--- config.mk ---
export PLATFORM = sky130hd
export DESIGN_NAME = hrr_read_slave
export DESIGN_NICKNAME = d
export VERILOG_FILES = /design/src/verilog/hrr_pkg.sv /design/src/verilog/hrr_read_slave.sv
export VERILOG_INCLUDE_DIRS = /design/src /design/src/verilog
export SDC_FILE = /design/constraint.sdc
export NUM_CORES = 1
export LEC_CHECK = 0
export ABC_AREA = 1
export ABC_CLOCK_PERIOD_IN_PS = 3650
export BUFFER_PORTS_ARGS = -buffer_cell sky130_fd_sc_hd__buf_4
export CORE_MARGIN = 2
export CORE_UTILIZATION = 60
export CTS_BUF_LIST = sky130_fd_sc_hd__clkbuf_16
export DETAILED_ROUTE_END_ITERATION = 8
export GPL_ROUTABILITY_DRIVEN = 0
export PLACE_DENSITY = 0.79
export SLEW_MARGIN = 10
export SYNTH_ARGS = -nofsm -noshare
export SYNTH_HDL_FRONTEND = slang
export SYNTH_SLANG_ARGS = --single-unit
--- constraint.sdc ---
create_clock -name ref_clk -period 3.65 [get_ports ref_clk]
set_clock_uncertainty 0.15 [all_clocks]
set_input_delay 0.365 -clock ref_clk [delete_from_list [all_inputs] [get_ports ref_clk]]
set_output_delay 0.365 -clock ref_clk [all_outputs]
set_load 0.03 [all_outputs]
--- src/verilog/hrr_params.svh ---
// constants for the holding-register read slave
// assumes byte framing and frame-end detection happen upstream
`ifndef HRR_PARAMS_SVH
`define HRR_PARAMS_SVH

// ----------------------------------------
// protocol codes
// ----------------------------------------
`define HRR_FC_READ 8'h03
`define HRR_ERR_FLAG 8'h80
`define HRR_EXC_FUNC 8'h01
`define HRR_EXC_VALUE 8'h03
`define HRR_BCAST_ADDR 8'h00
`define HRR_MAX_STATION 8'hf7

// ----------------------------------------
// frame layout
// ----------------------------------------
`define HRR_BC_MIN 8'h02
`define HRR_BC_MAX 8'h14
`define HRR_QUERY_LEN 4'h8
`define HRR_MIN_FRAME 4'h4
`define HRR_HDR_LEN 8'h03
`define HRR_ERR_LEN 8'h05
`define HRR_CRC_LEN 8'h02
`define HRR_BUF_DEPTH 8

// ----------------------------------------
// crc
// ----------------------------------------
`define HRR_CRC_PRESET 16'hffff
`define HRR_CRC_POLY 16'ha001

// ----------------------------------------
// read-only register classes (register index ranges)
// ----------------------------------------
`define HRR_MON_FIRST 16'h00c8
`define HRR_MON_LAST 16'h012b
`define HRR_FLT_FIRST 16'h01f3
`define HRR_FLT_LAST 16'h01fa

`endif

--- src/verilog/hrr_pkg.sv ---
// types and the crc step for the holding-register read slave
// assumes hrr_params.svh is on the include path
`include "hrr_params.svh"
`default_nettype none

package hrr_pkg;

    typedef enum logic [2:0] {
        S_IDLE  = 3'b000,
        S_CHECK = 3'b001,
        S_TX    = 3'b010,
        S_FETCH = 3'b011,
        S_LOAD  = 3'b100
    } hrr_state_t;

    typedef struct packed {
        logic valid;
        logic eof;
        logic [7:0] data;
    } hrr_rx_t;

    typedef struct packed {
        logic en;
        logic [15:0] addr;
    } hrr_rd_t;

    // reflected crc, one byte, low bit first
    function automatic logic [15:0] hrr_crc_byte(input logic [15:0] c, input logic [7:0] d);
        logic [15:0] r;
        r = c ^ {8'h00, d};
        for (int i = 0; i < 8; i++) begin
            r = r[0] ? ((r >> 1) ^ `HRR_CRC_POLY) : (r >> 1);
        end
        return r;
    endfunction

endpackage : hrr_pkg

`default_nettype wire

--- src/verilog/hrr_read_slave.sv ---
// holding-register read slave: frame check, read query, normal and error responses
// assumes byte stream in with a frame-end pulse, register store answering one cycle later
//
// Behaviour
// - frame ends in a two-byte crc, low byte first then high byte
// - crc recomputed over received frame and compared; mismatch marks a frame of four or more bytes erroneous
// - read query: address, function 03, start hi/lo, count hi/lo, crc
// - read query to address 0 is never treated as a valid read
// - start field is register number minus 40001, used directly as index
// - response byte count is twice the register count, range 02 to 14
// - register data high byte first, registers in ascending address order
// - normal response: address, function 03, byte count, data, crc
// - reads reach every register class without filtering
// - single writes allowed only outside monitor and fault-history classes
// - error response function byte is 80 plus received function
// - unsupported function code yields an error response
// - station addresses are 1 to 247, 0 is broadcast
`include "hrr_params.svh"
`default_nettype none

module hrr_read_slave (
    input wire logic ref_clk,
    input wire logic rstn,
    input wire logic [7:0] my_addr,
    input wire hrr_pkg::hrr_rx_t rx,
    output logic tx_valid,
    input wire logic tx_ready,
    output logic [7:0] tx_data,
    output logic tx_last,
    output hrr_pkg::hrr_rd_t rd,
    input wire logic [15:0] rd_data,
    input wire logic [15:0] wr_chk_addr,
    output logic wr_allowed,
    output logic frame_err
);
    import hrr_pkg::*;

    // ----------------------------------------
    // state
    // ----------------------------------------
    hrr_state_t state_reg, state_next;
    logic [7:0] buf_reg [`HRR_BUF_DEPTH];
    logic [7:0] buf_next [`HRR_BUF_DEPTH];
    logic [3:0] len_reg, len_next;
    logic [15:0] crc_reg, crc_next, crc_d1_reg, crc_d1_next, crc_d2_reg, crc_d2_next;
    logic [7:0] last1_reg, last1_next, last2_reg, last2_next;
    logic [7:0] pos_reg, pos_next, tot_reg, tot_next;
    logic err_reg, err_next;
    logic [7:0] exc_reg, exc_next;
    logic [15:0] word_reg, word_next, rd_addr_reg, rd_addr_next;
    logic [7:0] tx_data_reg, tx_data_next;
    logic wr_allowed_reg, wr_allowed_next, frame_err_reg, frame_err_next;

    // ----------------------------------------
    // query decode
    // ----------------------------------------
    logic rx_take, crc_ok, len_ok, addr_ok, drop, err_func, cnt_ok, err_val;
    logic [7:0] bc;
    logic [15:0] start_idx, crc_fed;
    logic [7:0] p, rel;
    logic tx_fire;

    assign rx_take = (state_reg == S_IDLE) && rx.valid;
    assign crc_ok = (crc_d2_reg == {last1_reg, last2_reg});
    assign len_ok = (len_reg >= `HRR_MIN_FRAME);
    assign addr_ok = (buf_reg[0] == my_addr) && (buf_reg[0] != `HRR_BCAST_ADDR)
                     && (my_addr <= `HRR_MAX_STATION);
    assign drop = !len_ok || !crc_ok || !addr_ok;
    assign err_func = (buf_reg[1] != `HRR_FC_READ);
    assign bc = {buf_reg[5][6:0], 1'b0};
    assign cnt_ok = (buf_reg[4] == 8'h00) && !buf_reg[5][7]
                    && (bc >= `HRR_BC_MIN) && (bc <= `HRR_BC_MAX);
    assign err_val = (len_reg != `HRR_QUERY_LEN) || !cnt_ok;
    assign start_idx = {buf_reg[2], buf_reg[3]};
    assign crc_fed = hrr_crc_byte(crc_reg, tx_data_reg);
    assign tx_fire = (state_reg == S_TX) && tx_ready;
    assign p = pos_reg + 8'h01;
    assign rel = p - `HRR_HDR_LEN;

    // ----------------------------------------
    // frame buffer entries
    // ----------------------------------------
    genvar gi;
    generate
        for (gi = 0; gi < `HRR_BUF_DEPTH; gi++) begin : g_buf
            assign buf_next[gi] = (rx_take && (len_reg == 4'(gi))) ? rx.data : buf_reg[gi];
        end
    endgenerate

    // ----------------------------------------
    // next state
    // ----------------------------------------
    always_comb begin
        state_next = state_reg;
        len_next = len_reg;
        crc_next = crc_reg;
        crc_d1_next = crc_d1_reg;
        crc_d2_next = crc_d2_reg;
        last1_next = last1_reg;
        last2_next = last2_reg;
        pos_next = pos_reg;
        tot_next = tot_reg;
        err_next = err_reg;
        exc_next = exc_reg;
        word_next = word_reg;
        rd_addr_next = rd_addr_reg;
        tx_data_next = tx_data_reg;
        frame_err_next = 1'b0;
        // monitor and fault-history registers refuse single writes
        wr_allowed_next = !((wr_chk_addr >= `HRR_MON_FIRST) && (wr_chk_addr <= `HRR_MON_LAST))
                          && !((wr_chk_addr >= `HRR_FLT_FIRST) && (wr_chk_addr <= `HRR_FLT_LAST));
        case (state_reg)
            S_IDLE: begin
                if (rx.valid) begin
                    if (len_reg != 4'hf) begin
                        len_next = len_reg + 4'h1;
                    end
                    crc_next = hrr_crc_byte(crc_reg, rx.data);
                    crc_d1_next = crc_reg;
                    crc_d2_next = crc_d1_reg;
                    last1_next = rx.data;
                    last2_next = last1_reg;
                end
                if (rx.eof) begin
                    state_next = S_CHECK;
                end
            end
            S_CHECK: begin
                frame_err_next = len_ok && !crc_ok;
                len_next = 4'h0;
                crc_next = `HRR_CRC_PRESET;
                if (drop) begin
                    state_next = S_IDLE;
                end else begin
                    err_next = err_func || err_val;
                    exc_next = err_func ? `HRR_EXC_FUNC : `HRR_EXC_VALUE;
                    tot_next = (err_func || err_val) ? `HRR_ERR_LEN
                               : (`HRR_ERR_LEN + bc);
                    pos_next = 8'h00;
                    tx_data_next = buf_reg[0];
                    state_next = S_TX;
                end
            end
            S_TX: begin
                if (tx_ready) begin
                    pos_next = p;
                    if (pos_reg < tot_reg - `HRR_CRC_LEN) begin
                        crc_next = crc_fed;
                    end
                    if (p == tot_reg) begin
                        state_next = S_IDLE;
                        crc_next = `HRR_CRC_PRESET;
                    end else if (p == tot_reg - 8'h01) begin
                        tx_data_next = crc_reg[15:8];
                    end else if (p == tot_reg - `HRR_CRC_LEN) begin
                        tx_data_next = crc_fed[7:0];
                    end else if (p == 8'h01) begin
                        tx_data_next = err_reg ? (buf_reg[1] | `HRR_ERR_FLAG)
                                       : `HRR_FC_READ;
                    end else if (p == 8'h02) begin
                        tx_data_next = err_reg ? exc_reg : bc;
                    end else if (!rel[0]) begin
                        rd_addr_next = start_idx + {9'h000, rel[7:1]};
                        state_next = S_FETCH;
                    end else begin
                        tx_data_next = word_reg[7:0];
                    end
                end
            end
            S_FETCH: begin
                state_next = S_LOAD;
            end
            S_LOAD: begin
                word_next = rd_data;
                tx_data_next = rd_data[15:8];
                state_next = S_TX;
            end
            default: begin
                state_next = S_IDLE;
            end
        endcase
    end

    // ----------------------------------------
    // registers
    // ----------------------------------------
    always_ff @(posedge ref_clk or negedge rstn) begin
        if (!rstn) begin
            state_reg <= S_IDLE;
            for (int i = 0; i < `HRR_BUF_DEPTH; i++) begin
                buf_reg[i] <= 8'h00;
            end
            len_reg <= 4'h0;
            crc_reg <= `HRR_CRC_PRESET;
            crc_d1_reg <= `HRR_CRC_PRESET;
            crc_d2_reg <= `HRR_CRC_PRESET;
            last1_reg <= 8'h00;
            last2_reg <= 8'h00;
            pos_reg <= 8'h00;
            tot_reg <= 8'h00;
            err_reg <= 1'b0;
            exc_reg <= 8'h00;
            word_reg <= 16'h0000;
            rd_addr_reg <= 16'h0000;
            tx_data_reg <= 8'h00;
            wr_allowed_reg <= 1'b0;
            frame_err_reg <= 1'b0;
        end else begin
            state_reg <= state_next;
            for (int i = 0; i < `HRR_BUF_DEPTH; i++) begin
                buf_reg[i] <= buf_next[i];
            end
            len_reg <= len_next;
            crc_reg <= crc_next;
            crc_d1_reg <= crc_d1_next;
            crc_d2_reg <= crc_d2_next;
            last1_reg <= last1_next;
            last2_reg <= last2_next;
            pos_reg <= pos_next;
            tot_reg <= tot_next;
            err_reg <= err_next;
            exc_reg <= exc_next;
            word_reg <= word_next;
            rd_addr_reg <= rd_addr_next;
            tx_data_reg <= tx_data_next;
            wr_allowed_reg <= wr_allowed_next;
            frame_err_reg <= frame_err_next;
        end
    end

    // ----------------------------------------
    // outputs
    // ----------------------------------------
    assign tx_valid = (state_reg == S_TX);
    assign tx_data = tx_data_reg;
    assign tx_last = tx_valid && (p == tot_reg);
    assign rd.en = (state_reg == S_FETCH);
    assign rd.addr = rd_addr_reg;
    assign wr_allowed = wr_allowed_reg;
    assign frame_err = frame_err_reg;

    // ----------------------------------------
    // checks
    // ----------------------------------------
    property p_bad_crc_drop;
        @(posedge ref_clk) disable iff (!rstn)
        (state_reg == S_CHECK) && len_ok && !crc_ok |=> (state_reg == S_IDLE) && frame_err;
    endproperty
    a_bad_crc_drop: assert property (p_bad_crc_drop) else $error("bad crc frame answered");

    property p_bcast_drop;
        @(posedge ref_clk) disable iff (!rstn)
        (state_reg == S_CHECK) && (buf_reg[0] == `HRR_BCAST_ADDR) |=> !tx_valid ##1 !tx_valid;
    endproperty
    a_bcast_drop: assert property (p_bcast_drop) else $error("broadcast read answered");

    property p_first_byte;
        @(posedge ref_clk) disable iff (!rstn)
        (state_reg == S_CHECK) && !drop |=> tx_valid && (tx_data == my_addr) && (pos_reg == 8'h00);
    endproperty
    a_first_byte: assert property (p_first_byte) else $error("response does not open with address");

    property p_err_func;
        @(posedge ref_clk) disable iff (!rstn)
        tx_valid && err_reg && (pos_reg == 8'h01) |-> tx_data == (buf_reg[1] | `HRR_ERR_FLAG);
    endproperty
    a_err_func: assert property (p_err_func) else $error("error function byte wrong");

    property p_unsupported;
        @(posedge ref_clk) disable iff (!rstn)
        (state_reg == S_CHECK) && !drop && err_func |=> err_reg && (tot_reg == `HRR_ERR_LEN);
    endproperty
    a_unsupported: assert property (p_unsupported) else $error("unsupported function not refused");

    property p_byte_count;
        @(posedge ref_clk) disable iff (!rstn)
        tx_valid && !err_reg && (pos_reg == 8'h02) |-> (tx_data == {buf_reg[5][6:0], 1'b0})
            && (tx_data >= `HRR_BC_MIN) && (tx_data <= `HRR_BC_MAX);
    endproperty
    a_byte_count: assert property (p_byte_count) else $error("byte count wrong");

    property p_fetch_order;
        @(posedge ref_clk) disable iff (!rstn)
        rd.en |-> (rd.addr == 16'(start_idx + {9'h000, pos_reg[7:1]} - 16'h0001))
            ##2 (tx_valid && tx_data == $past(rd_data[15:8], 1));
    endproperty
    a_fetch_order: assert property (p_fetch_order) else $error("register order or byte order wrong");

    property p_crc_tail;
        @(posedge ref_clk) disable iff (!rstn)
        tx_valid && tx_ready && (pos_reg == tot_reg - `HRR_CRC_LEN) |-> (tx_data == crc_reg[7:0])
            ##1 (tx_valid && tx_last && tx_data == $past(crc_reg[15:8], 1));
    endproperty
    a_crc_tail: assert property (p_crc_tail) else $error("crc tail not low then high");

    property p_count_limit;
        @(posedge ref_clk) disable iff (!rstn)
        (state_reg == S_CHECK) && !drop && !err_func && !cnt_ok |=> err_reg
            && (exc_reg == `HRR_EXC_VALUE);
    endproperty
    a_count_limit: assert property (p_count_limit) else $error("over-long read not refused");

endmodule // hrr_read_slave

`default_nettype wire
==> results of run 1 <==
path summary, 6_finish.rpt:
kind,cells past startpoint,start,end
hold / removal,3,wr_chk_addr[9],wr_allowed$_DFF_PN0_
setup reg to reg,18,pos_reg[0]$_DFFE_PN0P_,rd_addr_reg[15]$_DFFE_PN0P_
min in group asynchronous,2,rstn,rd_addr_reg[9]$_DFFE_PN0P_
hold reg to reg,2,word_reg[5]$_DFFE_PN0N_,word_reg[5]$_DFFE_PN0N_
setup / recovery,18,pos_reg[0]$_DFFE_PN0P_,rd_addr_reg[15]$_DFFE_PN0P_
max in group asynchronous,3,rstn,crc_reg[4]$_DFFE_PN1P_
through the flow:
| step | hold WS, ns | setup WS (ns) | power (mW) | instances |
|---|---|---|---|---|
| floorplan | -0.0806 | 0.626 | 8.02 | 1317 |
| global placement | 0.191 | 0.332 | 9.34 | 1595 |
| detailed placement | 0.190 | 0.191 | 9.55 | 1595 |
| CTS | 0.000924 | 0.148 | 11.4 | 1636 |
| global route | 0.00836 | 0.00762 | 12.4 | 1639 |
| finish | 0.00419 | 0.301 | 11.5 | 1639 |
report_power, final:
| group | internal [mW] | switching, mW |
|---|---|---|
| clock | 1.01 | 0.783 |
| combinational | 2.28 | 3.83 |
| sequential | 2.92 | 0.678 |
layout make-up:
cell class / count / area (um2)
Inverter: 144 / 546
Clock inverter: 15 / 149
Sequential cell: 171 / 4340
Clock buffer: 17 / 425
Timing Repair Buffer: 105 / 830
Multi-Input combinational cell: 967 / 5260
Tap cell: 220 / 275
Fill cell: 1347 / 4880
cell usage after synthesis, types with 17 or more instances:
library cell	n	area share (%)
xnor2_1	34	2.9
dfrtp_1	123	30
mux2_2	17	1.9
nor2_1	113	4.1
nand3_1	75	3.6
clkbuf_1	18	0.65
xor2_1	40	3.4
ha_1	31	3.8
dfstp_2	48	12
nand4_1	19	1.2
a21oi_1	55	2.7
inv_1	138	5.0
nand2_1	351	13
o21ai_0	122	5.9
worst min-delay path, delay by kind of cell:
kind	cells	cell delay [ns]
compound gates	1	0.08
simple gates	1	0.03
buf+inv	1	0.08
what timing repair did:
| action | in CTS | in global routing |
|---|---|---|
| setup buffers | 0 | 2 |
| hold buffers | 9 | 1 |
| setup endpoints to repair | 0 | 5 |
| hold endpoints to repair | 45 | 1 |
| resized for setup | 0 | 4 |
routing by layer:
layer	GRT usage, %	up-vias	share of wire [%]
met3	6.46	48	7.8
met1	40.2	4233	44
met4	9.49	0	2.5
met2	46.9	344	46
li1	-	4438	-
met5	0	-	0
cell families (layout without fill, tap and decap cells):
kind of cell	Yosys count	in the layout	synth area share, %
AO/OA/AOI/OAI	220	220	12.5
XOR/XNOR	74	74	6.28
adder cells (fa/ha/maj)	32	32	3.95
buffers and inverters	179	281	7.05
flip-flops	171	171	42.1
multiplexers	17	17	1.86
AND/OR/NAND/NOR	624	624	26.3
==> run summary, run 1 <==
RSZ-0062 raised after global routing -> no
kind of critical path -> reg2reg
Detailed Route WL -> 26000 um
fin crit share -> 91.8%
Period minus WS final -> 3.35 ns
worst skew pair latency -> 0.44 ns
number of global-route vias before repair -> 8497
remaining global-route overflow -> 0
sequential area share after synthesis -> 42.1%
Fin Setup TNS -> 0 ns
core area -> 16700 um2
die height -> 135 um
Starting Density -> 61.8%
critical path arrival -> 3.50 ns
CP required -> 3.80 ns
die width -> 135 um
DP HPWL -> 19100 um
Mean Syn Cell Area -> 7.83 um2
FF-to-FF setup slack -> 0.30 ns
final setup fails -> 0
max frequency -> 299 MHz
fin area -> 11800 um2
pwr/cell area -> 973 nW/um2
EDFF count, synth -> 0
Buffers on Ports -> 81
Ports -> 82
status -> finished clean
Cells after Synth -> 1317
global-route wire length before repair -> 41900 um
asr flop ratio synth -> 100%
Final Util -> 70.8%
htree depth -> 4
worst-path cell chain -> ha_1, nand2_1, nor2_4, nand2_1, nand2_2, inv_1, nand2_2, nor3_1, xor2_1, buf_4, ha_1, a21oi_1, o21a_1, o21ai_0, buf_4, nand4_1, xor2_1, a21oi_1
1st-iter DRT viols -> 787
total die area -> 18300 um2
Pre-antenna DRT Iters -> 5
Worst Hold Class -> in2reg
# diodes -> 0
ANT nets after route -> 0
dpl cell area -> 11100 um2
TritonCTS buffer count -> 17
crit start category -> register
CP peak stage delay -> 0.45 ns
worst-margin pin slew -> 1.13 ns
final hold violation count -> 0
global-route usage over all layers -> 29.4%
final net count -> 1491
mapped cell area -> 10300 um2
largest net degree at the start of global routing -> 81
via count -> 9063
routed wire length per instance -> 15.9 um
LEAKAGE -> 5.73 nW
deepest clock path buffer count -> 2
Reg clk slew, reported paths -> 0.07 ns
Via density -> 5.53
Syn-to-layout area delta -> 14.6%
Largest register FFs -> 41
commonest non-fill, non-tap cell in the layout -> nand2_1
CTS tree -> yes
layout cells sized above 1 -> 17.5%
clk sinks -> 171
top cell family by delay on the critical path -> simple AND/OR/NAND/NOR gates
worst vdd ir -> 494 uV
yosys warns -> 0
Seq cells post-synth -> 171
max-slew violations -> 0
initial antenna violation count -> 0
Site Rows -> 47
DRC Markers -> 0
maximum fanout along the worst path -> 8
Buf/Inv on CP -> 3
Root Driver -> clkbuf_16
syn nets -> 1402
crit end category -> register
synth unique cells -> 45
CP max stage cell -> dfrtp_2
Main synth FF type -> dfrtp_1
Relative slew margins -> 24.7%
Max-Cap Viols -> 0
most frequent cells in the layout -> 349 x nand2_1, 139 x inv_1, 122 x o21ai_0
No activity file was read; power rests on OpenSTA's default activity.
==> run 2, diff against run 1 <==
Settings changed: ABC_CLOCK_PERIOD_IN_PS 3650 to 3000, CORE_UTILIZATION 60 to 55, PLACE_DENSITY 0.79 to 0.76, TNS_END_PERCENT set to 1.
Clock period 3.65 ns to 3 ns, I/O delays scaled along.
==> run summary, run 2 (synthesis results as in run 1) <==
LEAKAGE -> 6.03 nW
via count -> 9288
pwr/cell area -> 1180 nW/um2
Clock Power Share -> 14.2%
Site Rows -> 50
Largest register FFs -> 41
RSZ-0062 raised after global routing -> yes
TritonCTS buffer count -> 17
fin crit share -> 99.3%
Reg clk slew, reported paths -> 0.07 ns
final net count -> 1542
Buffers on Ports -> 81
dpl cell area -> 11500 um2
Detailed Route WL -> 27000 um
htree depth -> 4
Root Driver -> clkbuf_16
Max-Cap Viols -> 0
pre-CTS WS -> -0.145 ns
max frequency -> 336 MHz
core area -> 18600 um2
critical path arrival -> 3.18 ns
global-route wire length before repair -> 43100 um
# diodes -> 0
clk sinks -> 171
Starting Density -> 55.5%
commonest non-fill, non-tap cell in the layout -> nand2_1
global-route usage over all layers -> 27.4%
total die area -> 19900 um2
status -> finished clean
largest net degree at the start of global routing -> 86
kind of critical path -> reg2reg
Internal Power -> 8.01 mW
CTS tree -> yes
Relative slew margins -> 52.5%
final setup fails -> 0
routed wire length per instance -> 15.8 um
die width -> 141 um
CP max stage cell -> dfrtp_2
overall power -> 14.8 mW
Fillers -> 1507
layout cells sized above 1 -> 23.4%
Worst Hold Class -> in2reg
fin area -> 12600 um2
logic gate share of total power -> 56.1%
CP required -> 3.20 ns
Via density -> 5.45
Ports -> 82
worst vdd ir -> 562 uV
sw power -> 6.80 mW
DRC Markers -> 0
crit end category -> register
worst-margin pin slew -> 0.713 ns
remaining global-route overflow -> 0
ANT nets after route -> 0
die height -> 141 um
most frequent cells in the layout -> 336 x nand2_1, 136 x buf_4, 134 x inv_1
Syn-to-layout area delta -> 21.7%
crit start category -> register
Buf/Inv on CP -> 2
Flop pwr share -> 29.8%
maximum fanout along the worst path -> 5
PnR worst setup slack -> 0.0203 ns
1st-iter DRT viols -> 929
CP peak stage delay -> 0.48 ns
switching part of the total -> 45.9%
final hold violation count -> 0
max-slew violations -> 0
Pre-antenna DRT Iters -> 5
initial antenna violation count -> 0
Period minus WS final -> 2.98 ns
DP HPWL -> 19500 um
number of global-route vias before repair -> 8887
worst-path cell chain -> ha_4, inv_2, nand2_2, nand2_2, inv_2, a21oi_4, nand2_2, nor3_4, xor2_4, ha_4, nand2_4, nor2_2, a21oi_1, nand2_1, nand3_2, nor3_4, nand3_2, xor2_1, a21oi_1
Crit path top cell by count -> nand2_2
deepest clock path buffer count -> 2
top cell family by delay on the critical path -> simple AND/OR/NAND/NOR gates
worst skew pair latency -> 0.43 ns
run 2: changes by cell type in the layout (fill, tap and decap cells not counted), sizes merged:
cell	delta
dlygate4sd3	+4
buf	+47
bufinv	-2
inv	+3
clkinvlp	-1
run 2: worst register-to-register path, cell delays in order (launching register included):
cell and delay (ns):
dfrtp_2 0.48, ha_4 0.21, inv_2 0.06, nand2_2 0.05, nand2_2 0.08, inv_2 0.05, a21oi_4 0.15, nand2_2 0.11
nor3_4 0.20, xor2_4 0.12, ha_4 0.30, nand2_4 0.05, nor2_2 0.11, a21oi_1 0.05, nand2_1 0.11, nand3_2 0.10
nor3_4 0.18, nand3_2 0.09, xor2_1 0.15, a21oi_1 0.12
run 2: layout make-up:
cell class / count / area [um2] / area share [%]
Clock buffer: 17 / 425 / 3.39
Clock inverter: 15 / 138 / 1.10
Inverter: 144 / 548 / 4.37
Multi-Input combinational cell: 967 / 5550 / 44.2
Sequential cell: 171 / 4340 / 34.6
Tap cell: 234 / 293 / 2.33
Timing Repair Buffer: 156 / 1250 / 10.0
run 2: routing by layer:
layer	track usage (%)	part of all wire, %	vias up
met1	38.2	44	4368
met2	44.9	47	327
met5	0	0	-
met3	3.67	6.8	50
li1	-	-	4543
met4	8.58	2.5	0
run 2: final timing paths:
check / cells past startpoint / slack (ns) / endpoint / start
max in group asynchronous: 3 / 1.53 / crc_reg[6]$_DFFE_PN1P_ / rstn
worst max-delay path: 19 / 0.02 / rd_addr_reg[14]$_DFFE_PN0P_ / pos_reg[1]$_DFFE_PN0P_
worst min register to register: 2 / 0.32 / crc_d1_reg[7]$_DFFE_PN1P_ / crc_d1_reg[7]$_DFFE_PN1P_
worst max register to register: 19 / 0.02 / rd_addr_reg[14]$_DFFE_PN0P_ / pos_reg[1]$_DFFE_PN0P_
worst min-delay path: 3 / 0.04 / buf_reg[63]$_DFFE_PN0P_ / rx[7]
min in group asynchronous: 2 / 0.32 / rd_addr_reg[10]$_DFFE_PN0P_ / rstn
run 2: per-stage QoR:
stage	setup TNS, ns	hold WS (ns)	cells	util [%]
final	0	0.0377	1704	67.6
after global routing	-1.14	0.0476	1704	67.6
after CTS	-0.0428	0.0257	1701	66.1
after detailed placement	-0.669	0.222	1649	61.8
after global placement	0	0.218	1649	61.8
after floorplan	0	-0.146	1317	-
run 2: power by group through the flow:
| stage | logic, mW | clock network [mW] | registers [mW] |
|---|---|---|---|
| 4_1_cts | 7.90 | 2.13 | 4.37 |
| 3_3_place_gp | 7.43 | 0 | 4.35 |
| 3_5_place_dp | 7.61 | 0 | 4.39 |
| 2_1_floorplan | 5.28 | 0 | 4.47 |
| 6_report | 8.30 | 2.10 | 4.41 |
| 5_1_grt | 9.19 | 2.24 | 4.54 |
run 2: timing repair:
item                                    in CTS  in global routing
setup buffers                                6                  4
gates resized for setup                     16                 57
hold buffers                                14                  0
hold endpoints to repair                    72                  0
pin swaps                                   11                 23
endpoints found under the setup margin      10                 29
